`config.mk`:
```
export PLATFORM = sky130hd
export DESIGN_NAME = dtcs_seq
export DESIGN_NICKNAME = d
export VERILOG_FILES = /design/src/core/dtcs_pkg.sv /design/src/core/dtcs_fifo.sv /design/src/core/dtcs_seq.sv
export SDC_FILE = /design/constraint.sdc
export NUM_CORES = 1
export LEC_CHECK = 0
export ABC_CLOCK_PERIOD_IN_PS = 4300
export BUFFER_PORTS_ARGS = -buffer_cell sky130_fd_sc_hd__buf_2
export CAP_MARGIN = 40
export CORE_UTILIZATION = 35
export CTS_CLUSTER_SIZE = 20
export DETAILED_ROUTE_END_ITERATION = 7
export HOLD_SLACK_MARGIN = 0.03
export PLACE_DENSITY = 0.52
export SYNTH_ARGS = -nofsm -noshare
export SYNTH_HDL_FRONTEND = slang
export SYNTH_HIERARCHICAL = 1
export SYNTH_SLANG_ARGS = --single-unit
```
`constraint.sdc`:
```
create_clock -name sys_clk -period 4.3 [get_ports sys_clk]
set_clock_uncertainty 0.15 [all_clocks]
set_input_delay 0.43 -clock sys_clk [delete_from_list [all_inputs] [get_ports sys_clk]]
set_output_delay 0.43 -clock sys_clk [all_outputs]
set_load 0.03 [all_outputs]
```
`src/core/dtcs_pkg.sv`:
```
// dtcs_pkg: constants and types for the transfer cycle sequencer
// assumes: one clock domain, synchronous active-high reset
package dtcs_pkg;
    localparam int ADDR_W = 20;
    localparam int DATA_W = 16;
    localparam int WAIT_W = 2;
    localparam int FIFO_DEPTH = 8;
    localparam int FIFO_AW = 3;
    // bus cycles for one side of a unit: one when even or byte, two for an odd 16-bit word
    localparam logic [1:0] CYC_EVEN = 2'h1;
    localparam logic [1:0] CYC_ODD16 = 2'h2;
    localparam logic [WAIT_W-1:0] WAIT_NONE = 2'h0;
    typedef enum logic [2:0] {
        DTCS_IDLE,
        DTCS_RD,
        DTCS_WR,
        DTCS_DONE
    } dtcs_state_type;
endpackage

```
`src/core/dtcs_fifo.sv`:
```
// dtcs_fifo: small synchronous fifo with valid/ready on both sides
// assumes: one clock, synchronous active-high reset
`timescale 1ns/1ps
`default_nettype none
module dtcs_fifo #(
    parameter int WIDTH = 16,
    parameter int DEPTH = 8,
    parameter int AW = 3
) (
    // clock and reset
    input wire logic sys_clk,
    input wire logic rst,
    // fill side
    input wire logic in_valid,
    output logic in_ready,
    input wire logic [WIDTH-1:0] in_data,
    // drain side
    output logic out_valid,
    input wire logic out_ready,
    output logic [WIDTH-1:0] out_data
);
    logic [WIDTH-1:0] mem_r [DEPTH];
    logic [AW-1:0] wp_r;
    logic [AW-1:0] rp_r;
    logic [AW:0] cnt_r;
    logic [WIDTH-1:0] dout_r;
    logic push;
    logic pop;
    logic [AW-1:0] rp_nxt;

    assign in_ready = (cnt_r != (AW+1)'(DEPTH));
    assign out_valid = (cnt_r != '0);
    assign push = in_valid && in_ready;
    assign pop = out_valid && out_ready;
    assign rp_nxt = pop ? rp_r + AW'(1) : rp_r;
    assign out_data = dout_r;

    always_ff @(posedge sys_clk) begin
        if (push) begin
            mem_r[wp_r] <= in_data;
        end
    end

    always_ff @(posedge sys_clk) begin
        if (rst) begin
            wp_r <= '0;
            rp_r <= '0;
            cnt_r <= '0;
        end else begin
            if (push) begin
                wp_r <= wp_r + AW'(1);
            end
            if (pop) begin
                rp_r <= rp_r + AW'(1);
            end
            cnt_r <= cnt_r + (AW+1)'(push) - (AW+1)'(pop);
        end
    end

    // head word kept in a register; a push that becomes the head goes straight in
    always_ff @(posedge sys_clk) begin
        if (rst) begin
            dout_r <= '0;
        end else if (push && wp_r == rp_nxt) begin
            dout_r <= in_data;
        end else begin
            dout_r <= mem_r[rp_nxt];
        end
    end
endmodule
`default_nettype wire

```
`src/core/dtcs_seq.sv`:
```
// dtcs_seq: bus-cycle sequencer for one dma transfer unit
// assumes: bus granted by arbiter via bus_grant; each bus cycle ends once its wait count is spent
`timescale 1ns/1ps
`default_nettype none
module dtcs_seq
    import dtcs_pkg::*;
(
    // clock and reset
    input wire logic sys_clk,
    input wire logic rst,
    // unit requests from channel logic
    input wire logic req_valid,
    output logic req_ready,
    input wire logic [dtcs_pkg::ADDR_W-1:0] req_src,
    input wire logic [dtcs_pkg::ADDR_W-1:0] req_dst,
    input wire logic req_byte,
    input wire logic [dtcs_pkg::WAIT_W-1:0] req_src_wait,
    input wire logic [dtcs_pkg::WAIT_W-1:0] req_dst_wait,
    // internal bus
    output logic bus_req,
    input wire logic bus_grant,
    output logic [dtcs_pkg::ADDR_W-1:0] bus_addr,
    output logic bus_rd,
    output logic bus_wr,
    output logic bus_byte,
    output logic [dtcs_pkg::DATA_W-1:0] bus_wdata,
    input wire logic [7:0] bus_rdata_lo,
    input wire logic [dtcs_pkg::DATA_W-1:0] bus_rdata,
    // completion
    output logic done_valid,
    input wire logic done_ready,
    output logic [dtcs_pkg::DATA_W-1:0] done_data
);
    import dtcs_pkg::*;

    dtcs_state_type state_r;
    logic [ADDR_W-1:0] src_r;
    logic [ADDR_W-1:0] dst_r;
    logic byte_r;
    logic [WAIT_W-1:0] sw_r;
    logic [WAIT_W-1:0] dw_r;
    logic [1:0] ncyc_r;
    logic [1:0] cyc_r;
    logic [WAIT_W-1:0] wcnt_r;
    logic [DATA_W-1:0] data_r;
    logic [7:0] lat_r;
    logic [DATA_W-1:0] bus_wdata_r;
    logic [DATA_W-1:0] rd_word;
    logic [ADDR_W-1:0] bus_addr_r;
    logic [1:0] wcyc;
    logic step;
    logic last_cyc;
    logic fifo_in_ready;
    logic [4:0] unit_cnt_r;

    // --------------------------------------------------------------
    // bus cycle pacing
    // --------------------------------------------------------------
    // one bus cycle ends once its wait count has been spent
    assign step = bus_grant && (state_r == DTCS_RD || state_r == DTCS_WR)
        && (wcnt_r == ((state_r == DTCS_RD) ? sw_r : dw_r));
    assign last_cyc = (cyc_r == ncyc_r - 2'h1);
    assign req_ready = (state_r == DTCS_IDLE);
    assign bus_req = (state_r == DTCS_RD) || (state_r == DTCS_WR);
    assign bus_rd = bus_grant && (state_r == DTCS_RD);
    assign bus_wr = bus_grant && (state_r == DTCS_WR);
    assign bus_byte = byte_r || (ncyc_r == CYC_ODD16);
    assign bus_addr = bus_addr_r;
    assign bus_wdata = bus_wdata_r;
    // write side count for the destination
    assign wcyc = (!byte_r && dst_r[0]) ? CYC_ODD16 : CYC_EVEN;
    // word as it stands at the last read cycle; an odd source pairs the latched low byte
    assign rd_word = byte_r ? {8'h00, bus_rdata_lo}
        : ((ncyc_r == CYC_ODD16) ? {bus_rdata_lo, lat_r} : bus_rdata);

    always_ff @(posedge sys_clk) begin
        if (rst) begin
            state_r <= DTCS_IDLE;
            cyc_r <= 2'h0;
            wcnt_r <= WAIT_NONE;
            ncyc_r <= CYC_EVEN;
        end else begin
            case (state_r)
                DTCS_IDLE: begin
                    if (req_valid) begin
                        state_r <= DTCS_RD;
                        cyc_r <= 2'h0;
                        wcnt_r <= WAIT_NONE;
                        ncyc_r <= (!req_byte && req_src[0]) ? CYC_ODD16 : CYC_EVEN;
                    end
                end
                DTCS_RD: begin
                    if (bus_grant) begin
                        if (!step) begin
                            wcnt_r <= wcnt_r + WAIT_W'(1);
                        end else if (!last_cyc) begin
                            wcnt_r <= WAIT_NONE;
                            cyc_r <= cyc_r + 2'h1;
                        end else begin
                            // reads all done, data held, now writes
                            state_r <= DTCS_WR;
                            wcnt_r <= WAIT_NONE;
                            cyc_r <= 2'h0;
                            ncyc_r <= wcyc;
                        end
                    end
                end
                DTCS_WR: begin
                    if (bus_grant) begin
                        if (!step) begin
                            wcnt_r <= wcnt_r + WAIT_W'(1);
                        end else if (!last_cyc) begin
                            wcnt_r <= WAIT_NONE;
                            cyc_r <= cyc_r + 2'h1;
                        end else begin
                            state_r <= DTCS_DONE;
                        end
                    end
                end
                DTCS_DONE: begin
                    if (fifo_in_ready) begin
                        state_r <= DTCS_IDLE;
                    end
                end
                default: begin
                    state_r <= DTCS_IDLE;
                end
            endcase
        end
    end

    // --------------------------------------------------------------
    // unit capture, address and data
    // --------------------------------------------------------------
    always_ff @(posedge sys_clk) begin
        if (rst) begin
            src_r <= '0;
            dst_r <= '0;
            byte_r <= 1'b0;
            sw_r <= WAIT_NONE;
            dw_r <= WAIT_NONE;
        end else if (state_r == DTCS_IDLE && req_valid) begin
            src_r <= req_src;
            dst_r <= req_dst;
            byte_r <= req_byte;
            sw_r <= req_src_wait;
            dw_r <= req_dst_wait;
        end
    end

    // address for the cycle in progress: base plus cycle index
    always_ff @(posedge sys_clk) begin
        if (rst) begin
            bus_addr_r <= '0;
        end else if (state_r == DTCS_IDLE && req_valid) begin
            bus_addr_r <= req_src;
        end else if (step && !last_cyc) begin
            bus_addr_r <= bus_addr_r + ADDR_W'(1);
        end else if (step && state_r == DTCS_RD) begin
            bus_addr_r <= dst_r;
        end
    end

    // read data held until the write side has finished
    always_ff @(posedge sys_clk) begin
        if (rst) begin
            data_r <= '0;
            lat_r <= '0;
        end else if (step && state_r == DTCS_RD) begin
            if (ncyc_r == CYC_ODD16 && !last_cyc) begin
                lat_r <= bus_rdata_lo;
            end else begin
                data_r <= rd_word;
            end
        end
    end

    // whole word for an even write; split writes carry low byte, then high byte
    always_ff @(posedge sys_clk) begin
        if (rst) begin
            bus_wdata_r <= '0;
        end else if (step && state_r == DTCS_RD && last_cyc) begin
            bus_wdata_r <= (wcyc == CYC_ODD16) ? {8'h00, rd_word[7:0]} : rd_word;
        end else if (step && state_r == DTCS_WR && !last_cyc) begin
            bus_wdata_r <= {8'h00, data_r[15:8]};
        end
    end

    // --------------------------------------------------------------
    // total cycle count of the unit, for the checks below
    // --------------------------------------------------------------
    always_ff @(posedge sys_clk) begin
        if (rst) begin
            unit_cnt_r <= '0;
        end else if (state_r == DTCS_IDLE) begin
            unit_cnt_r <= '0;
        end else if (bus_rd || bus_wr) begin
            unit_cnt_r <= unit_cnt_r + 5'h1;
        end
    end

    // --------------------------------------------------------------
    // completion fifo
    // --------------------------------------------------------------
    dtcs_fifo #(
        .WIDTH(DATA_W),
        .DEPTH(FIFO_DEPTH),
        .AW(FIFO_AW)
    ) u_fifo (
        .sys_clk(sys_clk),
        .rst(rst),
        .in_valid(state_r == DTCS_DONE),
        .in_ready(fifo_in_ready),
        .in_data(data_r),
        .out_valid(done_valid),
        .out_ready(done_ready),
        .out_data(done_data)
    );
endmodule
`default_nettype wire

```
==> results.sh, run 1 <==
export IMPL_cp_max_fo=17
export IMPL_rrSetupSlack_ps=1060
export IMPL_synth_ff_type="edfxtp_1"
export IMPL_grt_pass1_vias=9243
export IMPL_drt_initial_drc_count=633
export IMPL_antenna_found_initial=0
export IMPL_setup_viol=0
export IMPL_port_buffers=131
export IMPL_p_per_area_nw_per_um2=586.7
export IMPL_final_util_pct=43.25
export IMPL_grt_first_pass_wirelength_mm=52.54
export IMPL_cts_num_sinks=247
export IMPL_num_vias=9421
export IMPL_clock_path_buffers=3
export IMPL_drt_first_pass_iters=5
export IMPL_max_freq_mhz=308.6
export IMPL_cts_root_buf="clkbuf_16"
export IMPL_nets=1384
export IMPL_synth_async_reset_ratio_pct=0
export IMPL_synth_distinct_cells=75
export IMPL_finalHoldWorstSlack_ps=61.93
export IMPL_area_growth_pct=20.20
export IMPL_place_area_um2=13390
export IMPL_slew_limit_headroom_pct=43.82
export IMPL_grt_max_degree=65
export IMPL_grt_overflow=0
export IMPL_viasPerCell=5.341
export IMPL_outcome="completed"
export IMPL_slowest_delay_ps=610
export IMPL_min_period_ps=3241
export IMPL_dieArea_um2=35570
export IMPL_wirelength_mm=33.36
export IMPL_fp_row_count=67
export IMPL_required_ps=4570
export IMPL_synth_edf_count=128
export IMPL_synthCells=1144
export IMPL_core_um2=33870
export IMPL_dieWidth_um=188.6
export IMPL_path_delay_family="multiplexers"
export IMPL_cts_max_level=1
export IMPL_antenna_cells=0
export IMPL_drive_gt1_share_pct=23.33
export IMPL_ant_nets=0
export IMPL_groute_usage_overall_pct=18.75
export IMPL_max_slew_worst_pin_slew_ps=841.6
export IMPL_post_dp_hpwl_mm=21.93
export IMPL_path_cells="inv_1, ha_1, mux2i_2, mux2i_2, buf_4, nand4_2, mux2i_1, nor2_1"
export IMPL_ios=132
export IMPL_worstSetupPathType="reg -> reg"
export IMPL_finalHoldViolCount=0
export IMPL_p_leak_nw=5.301
export IMPL_cp_slowest_cell="ha_1"
export IMPL_ir_drop_mv=0.5499
export IMPL_n_fill_cell=3323
export IMPL_cts_setup_buffers=0
export IMPL_tritoncts="done"
export IMPL_die_y_um=188.6
export IMPL_synth_seq_cells=247
export IMPL_max_cap_violations=0
export IMPL_finalCritPeriodShare_pct=75.36
export IMPL_path_buf_inv=2
export IMPL_fin_area_um2=14650
export IMPL_cts_hold_buf=36
export IMPL_synth_cell_area_um2=12190
export IMPL_start_util_pct=35.98
export IMPL_hp_class="in -> reg"
export IMPL_synth_avg_cell_area_um2=10.65
export IMPL_endpoint_kind="register"
export IMPL_path_clk_slew_ps=60
export IMPL_final_max_slew_viol_count=0
export IMPL_insertion_delay_ps=550
export IMPL_yosys_warnings=6
export IMPL_synth_fp_nets=1233
export IMPL_setup_tns_ps=0
export IMPL_drc=0
export IMPL_cts_made_buffers=28
export IMPL_crit_top_cell="mux2i_2"
export IMPL_rsz0062_at_grt="no"
export IMPL_seq_area_frac_synth_pct=51.09
export IMPL_wl_per_cell_um=18.91
export IMPL_cts_resized_gates=0
export IMPL_routabilityCongestion=0.7947
export IMPL_start_kind="register"
export IMPL_critical_path_arrival_ps=3510
-- cell usage after synthesis, drive strengths merged (13+ instances only) --
library cell	count	area [µm²]
a21oi	60	352.8
inv	27	101.3
nand3	15	75.07
ha	14	175.2
edfxtp	128	3844
o211ai	64	480.5
nor2	84	315.3
clkbuf	56	210.2
nand2	165	619.3
dfxtp	119	2382
mux2i	108	1101
a41o	15	150.1
o21ai	37	185.2
nor3	15	85.08
mux2	63	713.2
a31oi	13	81.33
buf	20	116.4
-- metal layers --
metal  share of wire, %  up-vias  global-route usage (%)
met1                 45     4557                   25.18
met4                1.9        0                   4.187
li1                   -     4564                       -
met3                4.8       47                   2.608
met5                  0        -                       0
met2                 48      253                   31.86
-- power by group --
group	total, mW	internal (mW)	leakage (nW)	switching (mW)
registers	2.96	2.71	2.11	0.250
clock network	2.32	1.38	0.440	0.933
logic	3.31	1.26	2.75	2.05
-- flip-flops by register name, indices dropped and copies added, names as in the netlist --
register	flops
bus_addr	20
bus_wdata	16
byte_r	1
cyc_r	2
data_r	16
dst_r	20
dw_r	2
lat_r	8
ncyc_r	2
state_r	2
sw_r	2
u_fifo/cnt_r	4
u_fifo/mem_r	128
u_fifo/out_data	16
u_fifo/rp_r	3
u_fifo/wp_r	3
wcnt_r	2
-- layout by cell type, fill, tap and decap left out, types with 36 or more instances in the layout --
| cell type | netlist | layout |
|---|---|---|
| dfxtp_1 | 119 | 118 |
| nand2_1 | 165 | 164 |
| dlygate4sd3_1 | 0 | 36 |
| mux2_2 | 61 | 61 |
| nor2_1 | 84 | 84 |
| o211ai_1 | 64 | 64 |
| buf_2 | 9 | 130 |
| o21ai_0 | 36 | 36 |
| mux2i_1 | 105 | 105 |
| edfxtp_1 | 128 | 128 |
| a21oi_1 | 46 | 46 |
-- tightest hold or removal path: cells and delay by family --
kind	cells	cell delay (ps)
AO/OA/AOI/OAI	2	210
buffers and inverters	1	90
-- layout make-up --
| cell class | instances | area [µm²] | area share [%] |
|---|---|---|---|
| multi-input cells | 794 | 5578 | 38.08 |
| flip-flops and latches | 247 | 6230 | 42.53 |
| repair buffers | 197 | 1284 | 8.764 |
| inverters | 27 | 101.3 | 0.6919 |
| well taps | 448 | 560.5 | 3.827 |
| clock buffers | 42 | 790.8 | 5.398 |
| clock inverters | 9 | 103.9 | 0.7090 |
-- cell families (layout without fill, tap and decap cells) --
family	Yosys count	in the layout	synth area share (%)
DFF	247	247	51.09
buffers and inverters	103	275	3.511
muxes	173	173	15.26
and+or+nand+nor	333	333	12.19
adders and majority gates	15	15	1.602
AOI/OAI and AO/OA	256	256	14.95
xor gates and xnor gates	17	17	1.407
-- stage by stage --
step           total power [mW]  cells  setup slack, ps
4_1_cts                   8.667   1764             1042
5_1_grt                   9.068   1764            788.4
3_3_place_gp              6.239   1674             1182
6_report                  8.593   1764             1059
2_1_floorplan             5.357   1144             1110
3_5_place_dp              6.301   1677             1058
-- worst paths after layout --
kind	start	endpoint	cells after the start
setup reg to reg	state_r[1]	data_r[5]	8
setup / recovery	state_r[1]	data_r[5]	8
hold reg to reg	dst_r[17]	dst_r[17]	2
hold / removal	req_src[16]	bus_addr[16]	3
No activity file was read; power rests on OpenSTA's default activity.
==> run 2: changes to the inputs <==
--- a/config.mk
+++ b/config.mk
@@ -5,7 +5,8 @@
 export SDC_FILE = /design/constraint.sdc
 export NUM_CORES = 1
 export LEC_CHECK = 0
-export ABC_CLOCK_PERIOD_IN_PS = 4300
+export ABC_AREA = 1
+export ABC_CLOCK_PERIOD_IN_PS = 3300
 export BUFFER_PORTS_ARGS = -buffer_cell sky130_fd_sc_hd__buf_2
 export CAP_MARGIN = 40
 export CORE_UTILIZATION = 35
==> constraint.sdc (replaced) <==
create_clock -name sys_clk -period 3.3 [get_ports sys_clk]
set_clock_uncertainty 0.15 [all_clocks]
set_input_delay 0.33 -clock sys_clk [delete_from_list [all_inputs] [get_ports sys_clk]]
set_output_delay 0.33 -clock sys_clk [all_outputs]
set_load 0.03 [all_outputs]
==> run 2 against run 1 <==
Effect of this change:
- register-to-register slack lost 440 ps
- worst hold slack barely moved
- critical path depth is 5 higher
- highest routed layer unchanged
- clock power up 31%
- synthesized cell count grew 21%
- largest cell class unchanged
- worst setup slack got worse by 440 ps
- utilization is 0.35 points higher
- first-iteration DRC count is 0.95% lower
- non-clock buffer count grew 7
- sequential power rose by 34%
==> results.sh, run 2 <==
export IMPL_outcome="completed"
export IMPL_path_cells="inv_1, ha_1, inv_1, nand2_1, nand2_1, nand2_1, nand2_1, nor2_4, nand3_2, inv_1, nand2_1, o21ai_0, a21oi_1"
export IMPL_finalHoldViolCount=0
export IMPL_area_growth_pct=21.42
export IMPL_slew_limit_headroom_pct=48.49
export IMPL_crit_top_cell="nand2_1"
export IMPL_nets=1639
export IMPL_cts_root_buf="clkbuf_16"
export IMPL_ir_drop_mv=0.3977
export IMPL_finalHoldWorstSlack_ps=61.91
export IMPL_synthCells=1380
export IMPL_rsz0062_at_grt="no"
export IMPL_synth_ff_type="edfxtp_1"
export IMPL_endpoint_kind="register"
export IMPL_die_y_um=182.9
export IMPL_synth_distinct_cells=37
export IMPL_min_period_ps=2683
export IMPL_synth_seq_cells=247
export IMPL_rr_startpoint="state_r[1]"
export IMPL_p_total_mw=11.43
export IMPL_cp_slowest_cell="inv_1"
export IMPL_synthTopCellsByCount="337 x nand2_1, 202 x nor2_1, 128 x edfxtp_1"
export IMPL_p_clk_share_pct=26.5
export IMPL_critical_path_arrival_ps=2960
export IMPL_finalCritPeriodShare_pct=81.31
export IMPL_final_max_slew_viol_count=0
export IMPL_r2r_end="bus_wdata[1]"
export IMPL_wirelength_mm=30.90
export IMPL_slowest_delay_ps=370
export IMPL_grt_first_pass_wirelength_mm=48.94
export IMPL_grt_max_degree=81
export IMPL_layout_common_cells="336 x nand2_1, 202 x nor2_1, 131 x buf_2"
export IMPL_grt_pass1_vias=8930
export IMPL_required_ps=3570
export IMPL_yosysTopAreaCellShare_pct=33.57
export IMPL_viasPerCell=4.760
export IMPL_pre_cts_ws_ps=630.5
export IMPL_cp_max_fo=15
export IMPL_worstSetupPathType="reg -> reg"
export IMPL_max_cap_violations=0
export IMPL_power_switching_mw=4.609
export IMPL_synth_area_leader_cell="edfxtp_1"
export IMPL_port_buffers=131
export IMPL_synth_edf_count=128
export IMPL_setup_ws_ps=616.8
export IMPL_grt_overflow=0
export IMPL_seq_area_frac_synth_pct=54.38
export IMPL_rrSetupSlack_ps=620
export IMPL_routabilityCongestion=0.8067
export IMPL_yosys_warnings=6
export IMPL_hp_class="in -> reg"
export IMPL_cp_depth=13
export IMPL_synth_fp_nets=1469
export IMPL_cts_max_level=1
export IMPL_start_kind="register"
export IMPL_min_from="rst"
export IMPL_largest_reg_flops=128
export IMPL_start_util_pct=35.91
export IMPL_max_freq_mhz=372.7
export IMPL_regMostFlops="u_fifo/mem_r"
export IMPL_holdPathEnd="u_fifo/wp_r[2]"
export IMPL_wl_per_cell_um=15.41
export IMPL_final_common_cell="nand2_1"
export IMPL_synthTopCellsByArea="edfxtp_1 34%, dfxtp_1 21%, nand2_1 11%, nor2_1 6.6%, nand3_1 5.4%"
export IMPL_drc=0
export IMPL_p_int_mw=6.826
export IMPL_synth_avg_cell_area_um2=8.296
export IMPL_drt_first_pass_iters=5
export IMPL_ant_nets=0
export IMPL_p_sw_share_pct=40.30
export IMPL_power_frac_seq_pct=34.7
export IMPL_path_clk_slew_ps=60
export IMPL_dieWidth_um=182.9
export IMPL_synth_cell_area_um2=11450
export IMPL_cts_num_sinks=247
export IMPL_max_slew_worst_pin_slew_ps=770.7
export IMPL_clock_path_buffers=3
export IMPL_core_um2=31880
export IMPL_whs_path_depth=4
export IMPL_cts_made_buffers=28
export IMPL_drive_gt1_share_pct=15.54
export IMPL_tritoncts="done"
export IMPL_setup_viol=0
export IMPL_insertion_delay_ps=550
export IMPL_drt_initial_drc_count=627
export IMPL_antenna_cells=0
export IMPL_p_per_area_nw_per_um2=822.6
export IMPL_antenna_found_initial=0
export IMPL_post_dp_hpwl_mm=20.75
export IMPL_ios=132
export IMPL_path_buf_inv=3
export IMPL_synth_async_reset_ratio_pct=0
export IMPL_fp_row_count=65
export IMPL_pwr_share_comb_pct=38.8
export IMPL_num_vias=9544
export IMPL_p_leak_nw=5.784
export IMPL_dieArea_um2=33440
export IMPL_cts_resized_gates=0
export IMPL_setup_tns_ps=0
export IMPL_reg2reg_depth=13
export IMPL_path_delay_family="simple AND/OR/NAND/NOR gates"
export IMPL_n_fill_cell=3220
export IMPL_groute_usage_overall_pct=18.47
export IMPL_synthMostInstantiatedCell="nand2_1"
==> run 2: changes by cell type after synthesis, moves of 15 or more <==
cell / change
nand2_1: +172
nor2_1: +118
nand3_1: +108
mux2i_1: -105
inv_1: +86
o211ai_1: -64
o21ai_0: +62
mux2_2: -61
a21oi_1: +41
clkbuf_1: -31
buf_2: +16
a41o_1: -15
==> run 2: power groups by stage <==
stage / Sequential (mW) / Combinational (mW) / Clock, mW
3_3_place_gp: 4.03 / 4.37 / 0
5_1_grt: 4.02 / 4.99 / 3.22
2_1_floorplan: 4.29 / 2.91 / 0
6_report: 3.97 / 4.44 / 3.03
4_1_cts: 3.97 / 4.46 / 3.10
3_5_place_dp: 4.03 / 4.40 / 0
==> run 2: repair_timing <==
action	4_1_cts	5_1_grt
hold buffers	42	0
hold endpoints to repair	42	0
setup endpoints to repair	0	0
buffers inserted	0	0
==> run 2: cells by family after synthesis <==
kind of cell,Yosys count,share of synthesized area (%)
AO/OA/AOI/OAI,195,8.634
XOR/XNOR,12,0.9180
adder cells (fa/ha/maj),15,1.705
buffers and inverters,183,6.732
flip-flops,247,54.38
AND/OR/NAND/NOR,728,27.63
==> run 2: how the worst max path moves through the flow <==
stage	startpoint	end	slack [ps]
finish	state_r[1]	bus_wdata[1]	620
global route	state_r[1]	bus_wdata[1]	360
CTS	state_r[1]	bus_wdata[1]	610
detailed placement	state_r[1]	bus_wdata[1]	630
global placement	state_r[1]	bus_wdata[1]	730
floorplan	u_fifo/cnt_r[2]	u_fifo/mem_r[0][0]	1120
==> run 2: metrics by stage <==
step / utilization [%] / cell area (µm²) / instances
floorplan: - / 11450 / 1380
global placement: 39.47 / 12580 / 1913
detailed placement: 39.47 / 12580 / 1913
CTS: 43.60 / 13900 / 2005
global route: 43.60 / 13900 / 2005
finish: 43.60 / 13900 / 2005
==> run 2: worst min-delay path, stage by stage <==
cell      delay (ps)
buf_2            110
clkinv_1         110
nand2_1           60
a21oi_1          100
==> run 2: final cells by class <==
| type | instances | area, µm² | share of cell area, % |
|---|---|---|---|
| well taps | 435 | 544.3 | 3.915 |
| multi-input cells | 950 | 4454 | 32.04 |
| clock buffers | 41 | 789.5 | 5.680 |
| repair buffers | 204 | 1334 | 9.595 |
| inverters | 119 | 446.7 | 3.213 |
| clock inverters | 9 | 106.4 | 0.7651 |
| flip-flops and latches | 247 | 6226 | 44.79 |
==> run 2: metal layers <==
layer	wire [µm]	vias to the layer above	GRT usage, %
met2	13920	248	30.27
li1	-	4869	-
met1	14970	4390	26.00
met3	1576	37	2.502
met5	0	-	0
met4	434	0	3.867
